$ cat config.mk
export PLATFORM = sky130hd
export DESIGN_NAME = slc_serial_rx_link_param_config
export DESIGN_NICKNAME = d
export VERILOG_FILES = /design/src/hw/slc_pkg.sv /design/src/hw/slc_serial_rx_link_param_config.sv
export SDC_FILE = /design/constraint.sdc
export NUM_CORES = 1
export LEC_CHECK = 0
export BUFFER_PORTS_ARGS = -buffer_cell sky130_fd_sc_hd__buf_2
export CORE_MARGIN = 2
export CORE_UTILIZATION = 28
export CTS_CLUSTER_SIZE = 8
export DETAILED_ROUTE_END_ITERATION = 6
export GPL_TIMING_DRIVEN = 0
export HOLD_SLACK_MARGIN = 0.03
export PLACE_DENSITY = 0.42
export SLEW_MARGIN = 20
export SYNTH_ARGS = -nofsm -noshare
export SYNTH_HDL_FRONTEND = slang
export SYNTH_SLANG_ARGS = --single-unit
$ cat constraint.sdc
create_clock -name sys_clk -period 2.7 [get_ports sys_clk]
set_input_delay 0.405 -clock sys_clk [delete_from_list [all_inputs] [get_ports sys_clk]]
set_output_delay 0.405 -clock sys_clk [all_outputs]
set_load 0.02 [all_outputs]
$ cat src/hw/slc_pkg.sv
// constants and types for the receive link parameter register bank
// assumes a byte-wide register port with a 12-bit address
package slc_pkg;
  localparam logic [11:0] ADDR_LANE_COUNT = 12'h453;
  localparam logic [11:0] ADDR_OCTETS_M1 = 12'h454;
  localparam logic [11:0] ADDR_FRAMES_MF = 12'h455;
  localparam logic [11:0] ADDR_CONVERTERS = 12'h456;
  localparam logic [11:0] ADDR_RESOLUTION = 12'h457;
  localparam logic [11:0] ADDR_SUBCLASS = 12'h458;
  localparam logic [11:0] ADDR_VERSION = 12'h459;
  localparam logic [11:0] ADDR_HIGH_DENSITY = 12'h45a;
  localparam logic [11:0] ADDR_DESKEW = 12'h46c;
  localparam logic [11:0] ADDR_OCTETS_DIRECT = 12'h476;
  localparam logic [11:0] ADDR_LANE_ENABLE = 12'h47d;
  localparam logic [11:0] ADDR_LINK_MODE = 12'h300;
  localparam logic [11:0] ADDR_STATUS = 12'h030;
  localparam int SCRAMBLE_BIT = 7;
  localparam int HD_BIT = 7;
  localparam int ST_COMBO_BIT = 3;
  localparam int ST_MF_BIT = 2;
  localparam int ST_SUBCLASS_BIT = 1;
  localparam int SINGLE_LINK_BIT = 3;
  localparam logic [7:0] RST_ZERO = 8'h00;
  localparam logic [7:0] RST_LINK_MODE = 8'h00;
  localparam logic [4:0] FIELD_RES_M1 = 5'h0f;
  localparam logic [4:0] FIELD_NP_M1 = 5'h0f;
  localparam logic [2:0] FIELD_VERSION = 3'h1;
  localparam logic [4:0] FIELD_MF_32 = 5'h1f;
  localparam logic [4:0] FIELD_MF_16 = 5'h0f;
  localparam logic [2:0] SUBCLASS_0 = 3'h0;
  localparam logic [2:0] SUBCLASS_1 = 3'h1;
  localparam logic [7:0] MASK_MODE11 = 8'hff;
  localparam logic [7:0] MASK_MODE12 = 8'h33;
  localparam logic [7:0] MASK_MODE13 = 8'h11;

  typedef enum logic [1:0] {MODE_NONE = 2'h0, MODE_11 = 2'h1, MODE_12 = 2'h3,
    MODE_13 = 2'h2} slc_mode_type;

  typedef struct packed {
    logic scramble_en;
    logic [4:0] lanes_m1;
    logic [7:0] octets_m1;
    logic [7:0] octets;
    logic [4:0] frames_mf_m1;
    logic [7:0] converters_m1;
    logic [2:0] subclass;
    logic [4:0] samples_m1;
    logic high_density;
    logic [7:0] deskew_mask;
    logic [7:0] enable_mask;
  } slc_link_cfg_type;
endpackage : slc_pkg

$ cat src/hw/slc_serial_rx_link_param_config.sv
// register bank holding the receive link parameters for single-link modes 11 to 13
// assumes a decoded serial-port byte access: one-cycle wr_en/rd_en with address
// Functional notes
// bit 7 of lane-count register enables descrambling; must match transmitter
// lane-count field is lanes minus one: 3, 1, 0 give four, two, one
// first octets register is frame size minus one
// second octets register holds frame size directly: 1 or 2
// multiframe field is frames minus one; one-octet modes need 0x1f
// one-lane two-octet mode accepts multiframe 0x0f or 0x1f
// receiver programmed with one converter and half lanes of transmitter
// control-bits field bits 7:6 must be zero
// resolution field is 0x0f, sixteen bits, always
// subclass field selects subclass 0 or 1, matching transmitter
// sample bits field must be 0xf, sixteen bits per sample
// version field must be 1 for this protocol version
// samples field is samples minus one; 1 gives two in mode 11
// modes 12 and 13 need samples field zero, register 0x20
// high-density flag set in one-octet modes 11 and 12
// high-density flag cleared in two-octet mode 13
// control words per frame field must be zero
// mode 11 deskew and enable masks are 0xff
// mode 12 deskew and enable masks are 0x33
// mode 13 deskew and enable masks are 0x11
// parameters take effect only when link mode register selects single link
// lane deskewed when deskew bit set, then enabled when enable bit set
// status flags bad combination bit 3, multiframe bit 2, subclass bit 1
// registers hold and read back last written value until reset
`timescale 1ns/1ns
`default_nettype none
module slc_serial_rx_link_param_config
(
  input wire logic sys_clk,
  input wire logic sys_rst,
  input wire logic [11:0] reg_addr,
  input wire logic [7:0] reg_wdata,
  input wire logic reg_wr_en,
  input wire logic reg_rd_en,
  output logic [7:0] reg_rdata,
  output logic reg_rd_valid,
  output slc_pkg::slc_link_cfg_type link_cfg,
  output logic link_cfg_valid,
  output slc_pkg::slc_mode_type link_mode,
  output logic [7:0] lane_deskew,
  output logic [7:0] lane_enable
);
  import slc_pkg::*;

  logic [7:0] lane_count_scramble_r;
  logic [7:0] octets_per_frame_minus1_r;
  logic [7:0] frames_per_multiframe_r;
  logic [7:0] converters_per_link_r;
  logic [7:0] ctrl_bits_resolution_r;
  logic [7:0] subclass_sample_bits_r;
  logic [7:0] version_samples_per_frame_r;
  logic [7:0] high_density_ctrl_words_r;
  logic [7:0] lane_deskew_mask_r;
  logic [7:0] octets_per_frame_direct_r;
  logic [7:0] lane_enable_mask_r;
  logic [7:0] link_mode_r;
  logic [7:0] status_r;
  logic [7:0] reg_rdata_r;
  logic reg_rd_valid_r;
  slc_link_cfg_type link_cfg_r;
  logic link_cfg_valid_r;
  slc_mode_type mode_sel_r;
  logic [7:0] lane_deskew_r;
  logic [7:0] lane_enable_r;

  function automatic logic wr_hit(input logic [11:0] addr, input logic [11:0] target,
                                  input logic en);
    wr_hit = en && (addr == target);
  endfunction : wr_hit

  // one strobe per writable register; writes to any other address, status included, are dropped
  wire logic wr_lane_count = wr_hit(reg_addr, ADDR_LANE_COUNT, reg_wr_en);
  wire logic wr_octets_m1 = wr_hit(reg_addr, ADDR_OCTETS_M1, reg_wr_en);
  wire logic wr_frames_mf = wr_hit(reg_addr, ADDR_FRAMES_MF, reg_wr_en);
  wire logic wr_converters = wr_hit(reg_addr, ADDR_CONVERTERS, reg_wr_en);
  wire logic wr_resolution = wr_hit(reg_addr, ADDR_RESOLUTION, reg_wr_en);
  wire logic wr_subclass = wr_hit(reg_addr, ADDR_SUBCLASS, reg_wr_en);
  wire logic wr_version = wr_hit(reg_addr, ADDR_VERSION, reg_wr_en);
  wire logic wr_high_density = wr_hit(reg_addr, ADDR_HIGH_DENSITY, reg_wr_en);
  wire logic wr_deskew = wr_hit(reg_addr, ADDR_DESKEW, reg_wr_en);
  wire logic wr_octets_direct = wr_hit(reg_addr, ADDR_OCTETS_DIRECT, reg_wr_en);
  wire logic wr_lane_enable = wr_hit(reg_addr, ADDR_LANE_ENABLE, reg_wr_en);
  wire logic wr_link_mode = wr_hit(reg_addr, ADDR_LINK_MODE, reg_wr_en);

  // field views
  wire logic [4:0] lanes_m1 = lane_count_scramble_r[4:0];
  wire logic [4:0] mf_m1 = frames_per_multiframe_r[4:0];
  wire logic [2:0] subclass = subclass_sample_bits_r[7:5];
  wire logic [4:0] samples_m1 = version_samples_per_frame_r[4:0];
  wire logic hd = high_density_ctrl_words_r[HD_BIT];
  wire logic single_link = link_mode_r[SINGLE_LINK_BIT];

  // mode recognised from lanes, octets, samples and the high-density flag
  wire logic is_m11 = (lanes_m1 == 5'h03) && (octets_per_frame_minus1_r == 8'h00)
                      && (samples_m1 == 5'h01) && hd;
  wire logic is_m12 = (lanes_m1 == 5'h01) && (octets_per_frame_minus1_r == 8'h00)
                      && (samples_m1 == 5'h00) && hd;
  wire logic is_m13 = (lanes_m1 == 5'h00) && (octets_per_frame_minus1_r == 8'h01)
                      && (samples_m1 == 5'h00) && !hd;
  wire logic octets_agree = (octets_per_frame_direct_r
                             == (octets_per_frame_minus1_r + 8'h01));
  wire logic fixed_ok = (converters_per_link_r == 8'h00)
                        && (ctrl_bits_resolution_r[7:6] == 2'h0)
                        && (ctrl_bits_resolution_r[4:0] == FIELD_RES_M1)
                        && (subclass_sample_bits_r[4:0] == FIELD_NP_M1)
                        && (version_samples_per_frame_r[7:5] == FIELD_VERSION)
                        && (high_density_ctrl_words_r[4:0] == 5'h00);
  wire logic [7:0] mode_mask = is_m11 ? MASK_MODE11 : is_m12 ? MASK_MODE12 : MASK_MODE13;
  wire logic masks_ok = (lane_deskew_mask_r == mode_mask)
                        && (lane_enable_mask_r == mode_mask);
  wire logic mode_hit = is_m11 || is_m12 || is_m13;
  wire logic combo_bad = !(mode_hit && octets_agree && fixed_ok && masks_ok);
  // one-octet modes only accept 32 frames; mode 13 also 16
  wire logic mf_bad = is_m13 ? !((mf_m1 == FIELD_MF_16) || (mf_m1 == FIELD_MF_32))
                             : (mf_m1 != FIELD_MF_32);
  wire logic sub_bad = !((subclass == SUBCLASS_0) || (subclass == SUBCLASS_1));
  wire logic [7:0] status_nxt = {4'h0, combo_bad, mf_bad, sub_bad, 1'b0};
  // outside single link or with a bad set the deframer gets no valid, mode or lanes; link_cfg still follows the registers
  wire logic cfg_ok = single_link && !combo_bad && !mf_bad && !sub_bad;
  wire slc_mode_type mode_nxt = !cfg_ok ? MODE_NONE : is_m11 ? MODE_11
                                : is_m12 ? MODE_12 : MODE_13;

  slc_link_cfg_type cfg_nxt;
  assign cfg_nxt.scramble_en = lane_count_scramble_r[SCRAMBLE_BIT];
  assign cfg_nxt.lanes_m1 = lanes_m1;
  assign cfg_nxt.octets_m1 = octets_per_frame_minus1_r;
  assign cfg_nxt.octets = octets_per_frame_direct_r;
  assign cfg_nxt.frames_mf_m1 = mf_m1;
  assign cfg_nxt.converters_m1 = converters_per_link_r;
  assign cfg_nxt.subclass = subclass;
  assign cfg_nxt.samples_m1 = samples_m1;
  assign cfg_nxt.high_density = hd;
  assign cfg_nxt.deskew_mask = lane_deskew_mask_r;
  assign cfg_nxt.enable_mask = lane_enable_mask_r;

  // deskew runs first; a lane is enabled only once it is in the deskew set
  wire logic [7:0] deskew_nxt = cfg_ok ? lane_deskew_mask_r : 8'h00;
  wire logic [7:0] enable_nxt = (cfg_ok ? lane_enable_mask_r : 8'h00)
                                & lane_deskew_r;

  wire logic [7:0] rdata_nxt =
    (reg_addr == ADDR_LANE_COUNT) ? lane_count_scramble_r :
    (reg_addr == ADDR_OCTETS_M1) ? octets_per_frame_minus1_r :
    (reg_addr == ADDR_FRAMES_MF) ? frames_per_multiframe_r :
    (reg_addr == ADDR_CONVERTERS) ? converters_per_link_r :
    (reg_addr == ADDR_RESOLUTION) ? ctrl_bits_resolution_r :
    (reg_addr == ADDR_SUBCLASS) ? subclass_sample_bits_r :
    (reg_addr == ADDR_VERSION) ? version_samples_per_frame_r :
    (reg_addr == ADDR_HIGH_DENSITY) ? high_density_ctrl_words_r :
    (reg_addr == ADDR_DESKEW) ? lane_deskew_mask_r :
    (reg_addr == ADDR_OCTETS_DIRECT) ? octets_per_frame_direct_r :
    (reg_addr == ADDR_LANE_ENABLE) ? lane_enable_mask_r :
    (reg_addr == ADDR_LINK_MODE) ? link_mode_r :
    (reg_addr == ADDR_STATUS) ? status_r : 8'h00;

  // configuration storage, plain read-back; one short block per register
  always_ff @(posedge sys_clk)
  begin
    if (sys_rst)
    begin
      lane_count_scramble_r <= RST_ZERO;
    end
    else if (wr_lane_count)
    begin
      lane_count_scramble_r <= reg_wdata;
    end
  end

  always_ff @(posedge sys_clk)
  begin
    if (sys_rst)
    begin
      octets_per_frame_minus1_r <= RST_ZERO;
    end
    else if (wr_octets_m1)
    begin
      octets_per_frame_minus1_r <= reg_wdata;
    end
  end

  always_ff @(posedge sys_clk)
  begin
    if (sys_rst)
    begin
      frames_per_multiframe_r <= RST_ZERO;
    end
    else if (wr_frames_mf)
    begin
      frames_per_multiframe_r <= reg_wdata;
    end
  end

  always_ff @(posedge sys_clk)
  begin
    if (sys_rst)
    begin
      converters_per_link_r <= RST_ZERO;
    end
    else if (wr_converters)
    begin
      converters_per_link_r <= reg_wdata;
    end
  end

  always_ff @(posedge sys_clk)
  begin
    if (sys_rst)
    begin
      ctrl_bits_resolution_r <= RST_ZERO;
    end
    else if (wr_resolution)
    begin
      ctrl_bits_resolution_r <= reg_wdata;
    end
  end

  always_ff @(posedge sys_clk)
  begin
    if (sys_rst)
    begin
      subclass_sample_bits_r <= RST_ZERO;
    end
    else if (wr_subclass)
    begin
      subclass_sample_bits_r <= reg_wdata;
    end
  end

  always_ff @(posedge sys_clk)
  begin
    if (sys_rst)
    begin
      version_samples_per_frame_r <= RST_ZERO;
    end
    else if (wr_version)
    begin
      version_samples_per_frame_r <= reg_wdata;
    end
  end

  always_ff @(posedge sys_clk)
  begin
    if (sys_rst)
    begin
      high_density_ctrl_words_r <= RST_ZERO;
    end
    else if (wr_high_density)
    begin
      high_density_ctrl_words_r <= reg_wdata;
    end
  end

  always_ff @(posedge sys_clk)
  begin
    if (sys_rst)
    begin
      lane_deskew_mask_r <= RST_ZERO;
    end
    else if (wr_deskew)
    begin
      lane_deskew_mask_r <= reg_wdata;
    end
  end

  always_ff @(posedge sys_clk)
  begin
    if (sys_rst)
    begin
      octets_per_frame_direct_r <= RST_ZERO;
    end
    else if (wr_octets_direct)
    begin
      octets_per_frame_direct_r <= reg_wdata;
    end
  end

  always_ff @(posedge sys_clk)
  begin
    if (sys_rst)
    begin
      lane_enable_mask_r <= RST_ZERO;
    end
    else if (wr_lane_enable)
    begin
      lane_enable_mask_r <= reg_wdata;
    end
  end

  always_ff @(posedge sys_clk)
  begin
    if (sys_rst)
    begin
      link_mode_r <= RST_LINK_MODE;
    end
    else if (wr_link_mode)
    begin
      link_mode_r <= reg_wdata;
    end
  end

  // derived state, one cycle behind the stored values; lane enable also waits a cycle on registered deskew
  always_ff @(posedge sys_clk)
  begin
    if (sys_rst)
    begin
      status_r <= RST_ZERO;
    end
    else
    begin
      status_r <= status_nxt;
    end
  end

  always_ff @(posedge sys_clk)
  begin
    if (sys_rst)
    begin
      reg_rdata_r <= RST_ZERO;
    end
    else
    begin
      reg_rdata_r <= reg_rd_en ? rdata_nxt : 8'h00;
    end
  end

  always_ff @(posedge sys_clk)
  begin
    if (sys_rst)
    begin
      reg_rd_valid_r <= 1'b0;
    end
    else
    begin
      reg_rd_valid_r <= reg_rd_en;
    end
  end

  always_ff @(posedge sys_clk)
  begin
    if (sys_rst)
    begin
      link_cfg_r <= '0;
    end
    else
    begin
      link_cfg_r <= cfg_nxt;
    end
  end

  always_ff @(posedge sys_clk)
  begin
    if (sys_rst)
    begin
      link_cfg_valid_r <= 1'b0;
    end
    else
    begin
      link_cfg_valid_r <= cfg_ok;
    end
  end

  always_ff @(posedge sys_clk)
  begin
    if (sys_rst)
    begin
      mode_sel_r <= MODE_NONE;
    end
    else
    begin
      mode_sel_r <= mode_nxt;
    end
  end

  always_ff @(posedge sys_clk)
  begin
    if (sys_rst)
    begin
      lane_deskew_r <= RST_ZERO;
    end
    else
    begin
      lane_deskew_r <= deskew_nxt;
    end
  end

  always_ff @(posedge sys_clk)
  begin
    if (sys_rst)
    begin
      lane_enable_r <= RST_ZERO;
    end
    else
    begin
      lane_enable_r <= enable_nxt;
    end
  end

  assign reg_rdata = reg_rdata_r;
  assign reg_rd_valid = reg_rd_valid_r;
  assign link_cfg = link_cfg_r;
  assign link_cfg_valid = link_cfg_valid_r;
  assign link_mode = mode_sel_r;
  assign lane_deskew = lane_deskew_r;
  assign lane_enable = lane_enable_r;
endmodule : slc_serial_rx_link_param_config
`default_nettype wire

## Yosys cells after proc, flatten, opt, wreduce, memory -nomap -nowiden

Index checks and enable logic that the tools add are counted.

- Reduce and logical (&&, ||, !) cells: 52
- $add $sub $neg: 1
- Mux-type cells: 19
- Equal/unequal tests: 27
- Bitwise logic cells: 3

Operators by type and width:

| cell | number |
|---|---|
| $eq 12x11->1 const B | 11 |
| $mux 8 | 15 |
| $logic_and 1x1->1 | 33 |
| $eq 8x8->1 | 3 |
| $logic_not 8->1 | 2 |
| $eq 5x4->1 const B | 3 |
| $logic_not 5->1 | 3 |
| $eq 12x10->1 const B | 1 |
| $eq 12x6->1 const B | 1 |
| $eq 5x1->1 const B | 2 |
| $add 8x1->8 const B | 1 |
| $and 8x8->8 | 1 |
| $eq 8x1->1 const B | 1 |
| $eq 3x1->1 const B | 2 |
| $mux 6 | 1 |
| $eq 5x2->1 const B | 1 |
| $eq 5x5->1 const B | 1 |
| $logic_not 1->1 | 5 |
| $ne 5x5->1 const B | 1 |
| $logic_or 1x1->1 | 4 |
| $reduce_or 2->1 | 2 |
| $logic_not 3->1 | 1 |
| $mux 1 | 3 |
| $reduce_or 3->1 | 1 |
| 2 further kinds | 3 |

- Output and inout port bits: 88
- Register bits after elaboration: 192
- Word-level logic and storage cells: 134

## Longest topological paths before layout

- Depth in word-level cells: 14
- Depth in mapped cells: 9

## Worst setup path after synthesis

OpenSTA, ideal clock, no wires.

- Path type: input-to-reg
- From: input port reg_addr[11]
- To: register reg_rdata_r[0], in the netlist reg_rdata[0]
- Stages: 7
- Arrival: 2182 ps
- Setup time: 116 ps
- Slack: 403 ps
- Cell sequence: or4_4 -> or3_1 -> buf_2 -> or3_1 -> a21oi_1 -> o21ai_1 -> a31o_1

- Cells in the longest elaborated chain, start to end: 14
- Elaborated cells on any way between the ends: 26

Ends and longest elaborated chain:

| what | RTL line | text |
|---|---|---|
| start, declared | slc_serial_rx_link_param_config.sv:34 | `input wire logic [11:0] reg_addr,` |
| $eq 12x6->1 | slc_serial_rx_link_param_config.sv:157 | `(reg_addr == ADDR_STATUS) ? status_r : 8'h00;` |
| $mux 8 | slc_serial_rx_link_param_config.sv:157 |  |
| $mux 8 | slc_serial_rx_link_param_config.sv:156 | `(reg_addr == ADDR_LINK_MODE) ? link_mode_r :` |
| $mux 8 | slc_serial_rx_link_param_config.sv:155 | `(reg_addr == ADDR_LANE_ENABLE) ? lane_enable_mask_r :` |
| $mux 8 | slc_serial_rx_link_param_config.sv:154 | `(reg_addr == ADDR_OCTETS_DIRECT) ? octets_per_frame_direct_r :` |
| $mux 8 | slc_serial_rx_link_param_config.sv:153 | `(reg_addr == ADDR_DESKEW) ? lane_deskew_mask_r :` |
| $mux 8 | slc_serial_rx_link_param_config.sv:152 | `(reg_addr == ADDR_HIGH_DENSITY) ? high_density_ctrl_words_r :` |
| $mux 8 | slc_serial_rx_link_param_config.sv:151 | `(reg_addr == ADDR_VERSION) ? version_samples_per_frame_r :` |
| $mux 8 | slc_serial_rx_link_param_config.sv:150 | `(reg_addr == ADDR_SUBCLASS) ? subclass_sample_bits_r :` |
| $mux 8 | slc_serial_rx_link_param_config.sv:149 | `(reg_addr == ADDR_RESOLUTION) ? ctrl_bits_resolution_r :` |
| $mux 8 | slc_serial_rx_link_param_config.sv:148 | `(reg_addr == ADDR_CONVERTERS) ? converters_per_link_r :` |
| $mux 8 | slc_serial_rx_link_param_config.sv:147 | `(reg_addr == ADDR_FRAMES_MF) ? frames_per_multiframe_r :` |
| $mux 8 | slc_serial_rx_link_param_config.sv:146 | `(reg_addr == ADDR_OCTETS_M1) ? octets_per_frame_minus1_r :` |
| $mux 8 * | slc_serial_rx_link_param_config.sv:145 | `(reg_addr == ADDR_LANE_COUNT) ? lane_count_scramble_r :` |
| end signal, assigned | slc_serial_rx_link_param_config.sv:325 | `reg_rdata_r <= reg_rd_en ? rdata_nxt : 8'h00;` |
| end, declared | slc_serial_rx_link_param_config.sv:61 | `logic [7:0] reg_rdata_r;` |

Every way passes the cells marked *; elsewhere a longest branch is shown, timed or not.
A chain may end at the register's enable or synchronous reset.

## Worst setup path in the final report

- From: register version_samples_per_frame_r[1]
- To: register mode_sel_r[1], in the netlist link_mode[1]

- Cells in the longest elaborated chain, start to end: 13
- Elaborated cells on any way between the ends: 25

Ends and longest elaborated chain:

| what | RTL line | text |
|---|---|---|
| start, declared | slc_serial_rx_link_param_config.sv:54 | `logic [7:0] version_samples_per_frame_r;` |
| start signal, assigned | slc_serial_rx_link_param_config.sv:240 | `version_samples_per_frame_r <= reg_wdata;` |
| $logic_not 5->1 / $eq 5x1->1 (equally long branches) | slc_serial_rx_link_param_config.sv:100, slc_serial_rx_link_param_config.sv:102, slc_serial_rx_link_param_config.sv:98 |  |
| $logic_and 1x1->1, on equally long branches (2 in series) | slc_serial_rx_link_param_config.sv:100, slc_serial_rx_link_param_config.sv:98 |  |
| $mux 6 / $logic_or 1x1->1 (equally long branches) | slc_serial_rx_link_param_config.sv:111, slc_serial_rx_link_param_config.sv:114 |  |
| $mux 8 / $logic_or 1x1->1 (equally long branches) | slc_serial_rx_link_param_config.sv:111, slc_serial_rx_link_param_config.sv:114 |  |
| $eq 8x8->1, or another cell as far along | slc_serial_rx_link_param_config.sv:112 | `wire logic masks_ok = (lane_deskew_mask_r == mode_mask)` |
| $logic_and 1x1->1, on equally long branches | slc_serial_rx_link_param_config.sv:113, slc_serial_rx_link_param_config.sv:115 |  |
| $logic_and 1x1->1 | slc_serial_rx_link_param_config.sv:115 | `wire logic combo_bad = !(mode_hit && octets_agree && fixed_ok && masks_ok);` |
| $logic_and 1x1->1 (3 in series) | slc_serial_rx_link_param_config.sv:122 | `wire logic cfg_ok = single_link && !combo_bad && !mf_bad && !sub_bad;` |
| $not 1->1 (no source line) | -- |  |
| $reduce_or 3->1 (no source line) * | -- |  |
| end signal, assigned | slc_serial_rx_link_param_config.sv:373 | `mode_sel_r <= mode_nxt;` |
| end, declared | slc_serial_rx_link_param_config.sv:65 | `slc_mode_type mode_sel_r;` |

Marked as above.

==> out/qor.txt <==
Largest net degree at the start of global routing - 20
Synth Area per Inst - 8.71 µm²
Maxcap violations - 0
Place WS - -0.748 ns
Post-route ant nets - 0
RSZ-0062 raised after global routing - false
# rows - 60
Final nets - 1028
Vias in the first global route - 6571
Number of synthesized flops with an enable pin - 0
Critical path depth in cells - 8
Met2 usage - 35.0%
Worst min path class - primary input to flop
Relative slew slack - 33.6%
Register area share after synthesis - 49.4%
Fin crit share - 95.1%
PnR Total Power - 5.51 mW
Root Buffer - clkbuf_16
Crit-path max cell delay - 0.42 ns
R2R cell count - 8
CP max stage cell - and4b_2
Crit start category - flop
Worst-path clk slew - 0.08 ns
Crit path DAT - 2.96 ns
GR peak layer - met2
Reg2Reg Launch Point - version_samples_per_frame_r[1]
Final hold violations - 0
Worst path bufs/invs - 2
CTS tree - yes
Commonest cells in the netlist - dfxtp_1, nand2_1, a21oi_1, nand3_1, nor2b_1
Slew @ Worst Pin - 0.996 ns
Met3 Track Usage GR - 4.02%
VDD IR max - 0.381 mV
Core Footprint - 26800 µm²
Fillers - 2814
FF+latch area - 3740 µm²
Most area-consuming cells after synthesis - dfxtp_1, nand2_1, a21oi_1
Syn Nets - 898
DRC - 0
Worst Setup EP - link_mode[1]
Initial antenna violation count - 1
Worst path required time - 3.09 ns
Die W - 169 µm
Worst reg2reg setup slack - 0.13 ns
Area Overhead vs Synth - 21.9%
Die ar. - 28400 µm²
H-Tree Depth - 4
Post-synth ARST share - 0%
Pwr Density - 596 nW/µm²
GR Util met1 - 26.5%
DP HPWL - 21.2 mm
Worst r2r dst - link_mode[1]
Crit Path Max Fanout - 10
Top FF cell, synth - dfxtp_1
Setup violations, final - 0
Layout Skew - 0.0115 ns
Hold slack - 0.239 ns
Vias per inst - 5.07
Clock Path Buffers - 2
Leak - 3.43 nW
WL per Instance - 21.7 µm
Setup TNS - 0 ns
Gpl congestion - 0.922
I/O pins - 112
Die Y - 169 µm
Critical setup path kind - flop to flop
Share of cells above drive strength 1 - 19.5%
FF+latch count, synth - 187
Fmax - 389 MHz
Gate Count Post-Synth - 871
Syn Std Cell Area - 7580 µm²
Routed WL - 29.4 mm
Setup ws final - 0.131 ns
GRT Util Overall - 20.7%
Yosys top cell area share - 49.4%
Most frequent cell after synthesis - dfxtp_1
Outcome - finished clean
First-pass GRT wire length - 43.0 mm
Yosys cell types - 70
Vias - 6876
Clock Latency Late Sink - 0.45 ns
Final core utilization - 34.5%
Multi-input gate area - 3610 µm²
Final Critical Period - 2.57 ns
Count of input and output buffers - 110
Initial Utilization - 28.3%
Area leader, netlist - dfxtp_1
Number of DRC markers in iteration 0 - 584
Crit. Startpoint - version_samples_per_frame_r[1]
Total grt overflow - 0
TritonCTS buffer count - 17
1st-pass router iterations - 5
CTS sink count - 187
Yosys warnings - 0
Max-slew violations - 0
CP endpoint kind - flop
Crit-path cells - nor4_4 > nand4_1 > nand4bb_4 > buf_4 > a21oi_2 > and4b_2 > clkbuf_2 > o311a_1
Cell family with most CP delay - simple AND/OR/NAND/NOR gates
-- registers in the layout (all words and copies together), names as in the netlist, 2 cells and up --
name and count:
converters_per_link_r 8, ctrl_bits_resolution_r 8, frames_per_multiframe_r 8, high_density_ctrl_words_r 8, lane_count_scramble_r 8, lane_deskew 8
lane_deskew_mask_r 8, lane_enable 8, lane_enable_mask_r 8, link_cfg 60, link_mode 2, link_mode_r 8
octets_per_frame_direct_r 8, octets_per_frame_minus1_r 8, reg_rdata 8, status_r 3, subclass_sample_bits_r 8, version_samples_per_frame_r 8
-- cell families (layout without fill, tap and decap cells) --
group / count (synthesis) / in the layout / synth area share (%)
muxes: 8 / 8 / 2.05
DFF: 187 / 187 / 49.4
and+or+nand+nor: 423 / 423 / 29.3
xor gates and xnor gates: 11 / 11 / 1.27
other: 0 / 1 / 0
adders and majority gates: 3 / 3 / 0.495
buffers and inverters: 70 / 213 / 4.01
AOI/OAI and AO/OA: 169 / 169 / 13.6
-- cell type report --
class	count	area share, %
Timing Repair Buffer	113	6.17
Clock buffer	17	4.60
Buffer	60	2.97
Sequential cell	187	40.5
Antenna cell	1	0.0271
Multi-Input combinational cell	614	39.1
Tap cell	341	4.62
Clock inverter	15	1.69
Inverter	8	0.325
-- worst min path at each step --
stage	start	endpoint	slack (ns)	cells after the start
2_1_floorplan	ctrl_bits_resolution_r[5]	ctrl_bits_resolution_r[5]	0.43	2
3_3_place_gp	high_density_ctrl_words_r[6]	high_density_ctrl_words_r[6]	0.44	2
3_5_place_dp	high_density_ctrl_words_r[5]	high_density_ctrl_words_r[5]	0.45	2
4_1_cts	reg_wdata[6]	link_mode_r[6]	0.23	3
5_1_grt	reg_wdata[6]	lane_enable_mask_r[6]	0.24	3
6_report	reg_wdata[6]	link_mode_r[6]	0.24	3
-- routing by layer --
layer  routed length (µm)  vias up  share of wire (%)
met3                 1560       47                5.3
li1                     -     3312                  -
met4                  793        0                2.7
met2                14100      223                 48
met1                13000     3294                 44
met5                    0        -                  0
-- report_power, final --
group          internal (mW)  switching, mW  total (mW)  leakage [nW]
clock network           1.23           1.28        2.52         0.282
registers               2.76        0.00154        2.76          1.51
logic                 0.0472          0.185       0.232          1.64
total                   4.04           1.47        5.51          3.43
-- through the flow --
stage	std cells	instance area (µm²)
final	1356	9240
after global routing	1355	9240
after CTS	1354	9190
after detailed placement	1322	8560
after global placement	1322	8560
after floorplan	871	7580
-- cells in the final DEF (no fill, tap or decap), types with 6 or more instances in the layout --
cell type and count:
a21oi_1 108, a22oi_1 7, and3_1 9, and4_1 11, buf_2 121, clkbuf_1 41, clkbuf_16 17, dfxtp_1 186
inv_1 8, mux4_2 6, nand2_1 172, nand2b_1 7, nand3_1 63, nand4_1 12, nor2_1 28, nor2b_1 62
xnor2_1 8
-- what timing repair did --
action                     4_1_cts  5_1_grt
pin swaps                        1        1
setup endpoints to repair       20       22
hold buffers                     0        0
resized for setup                8       11
gates cloned                     0        1
setup buffers                    1        1
hold endpoints to repair         0        0
-- worst min-delay path, cell delays in order --
cell and delay (ns):
buf_2 0.12, nand3_1 0.06, a21oi_1 0.05
No activity file was read; power rests on OpenSTA's default activity.
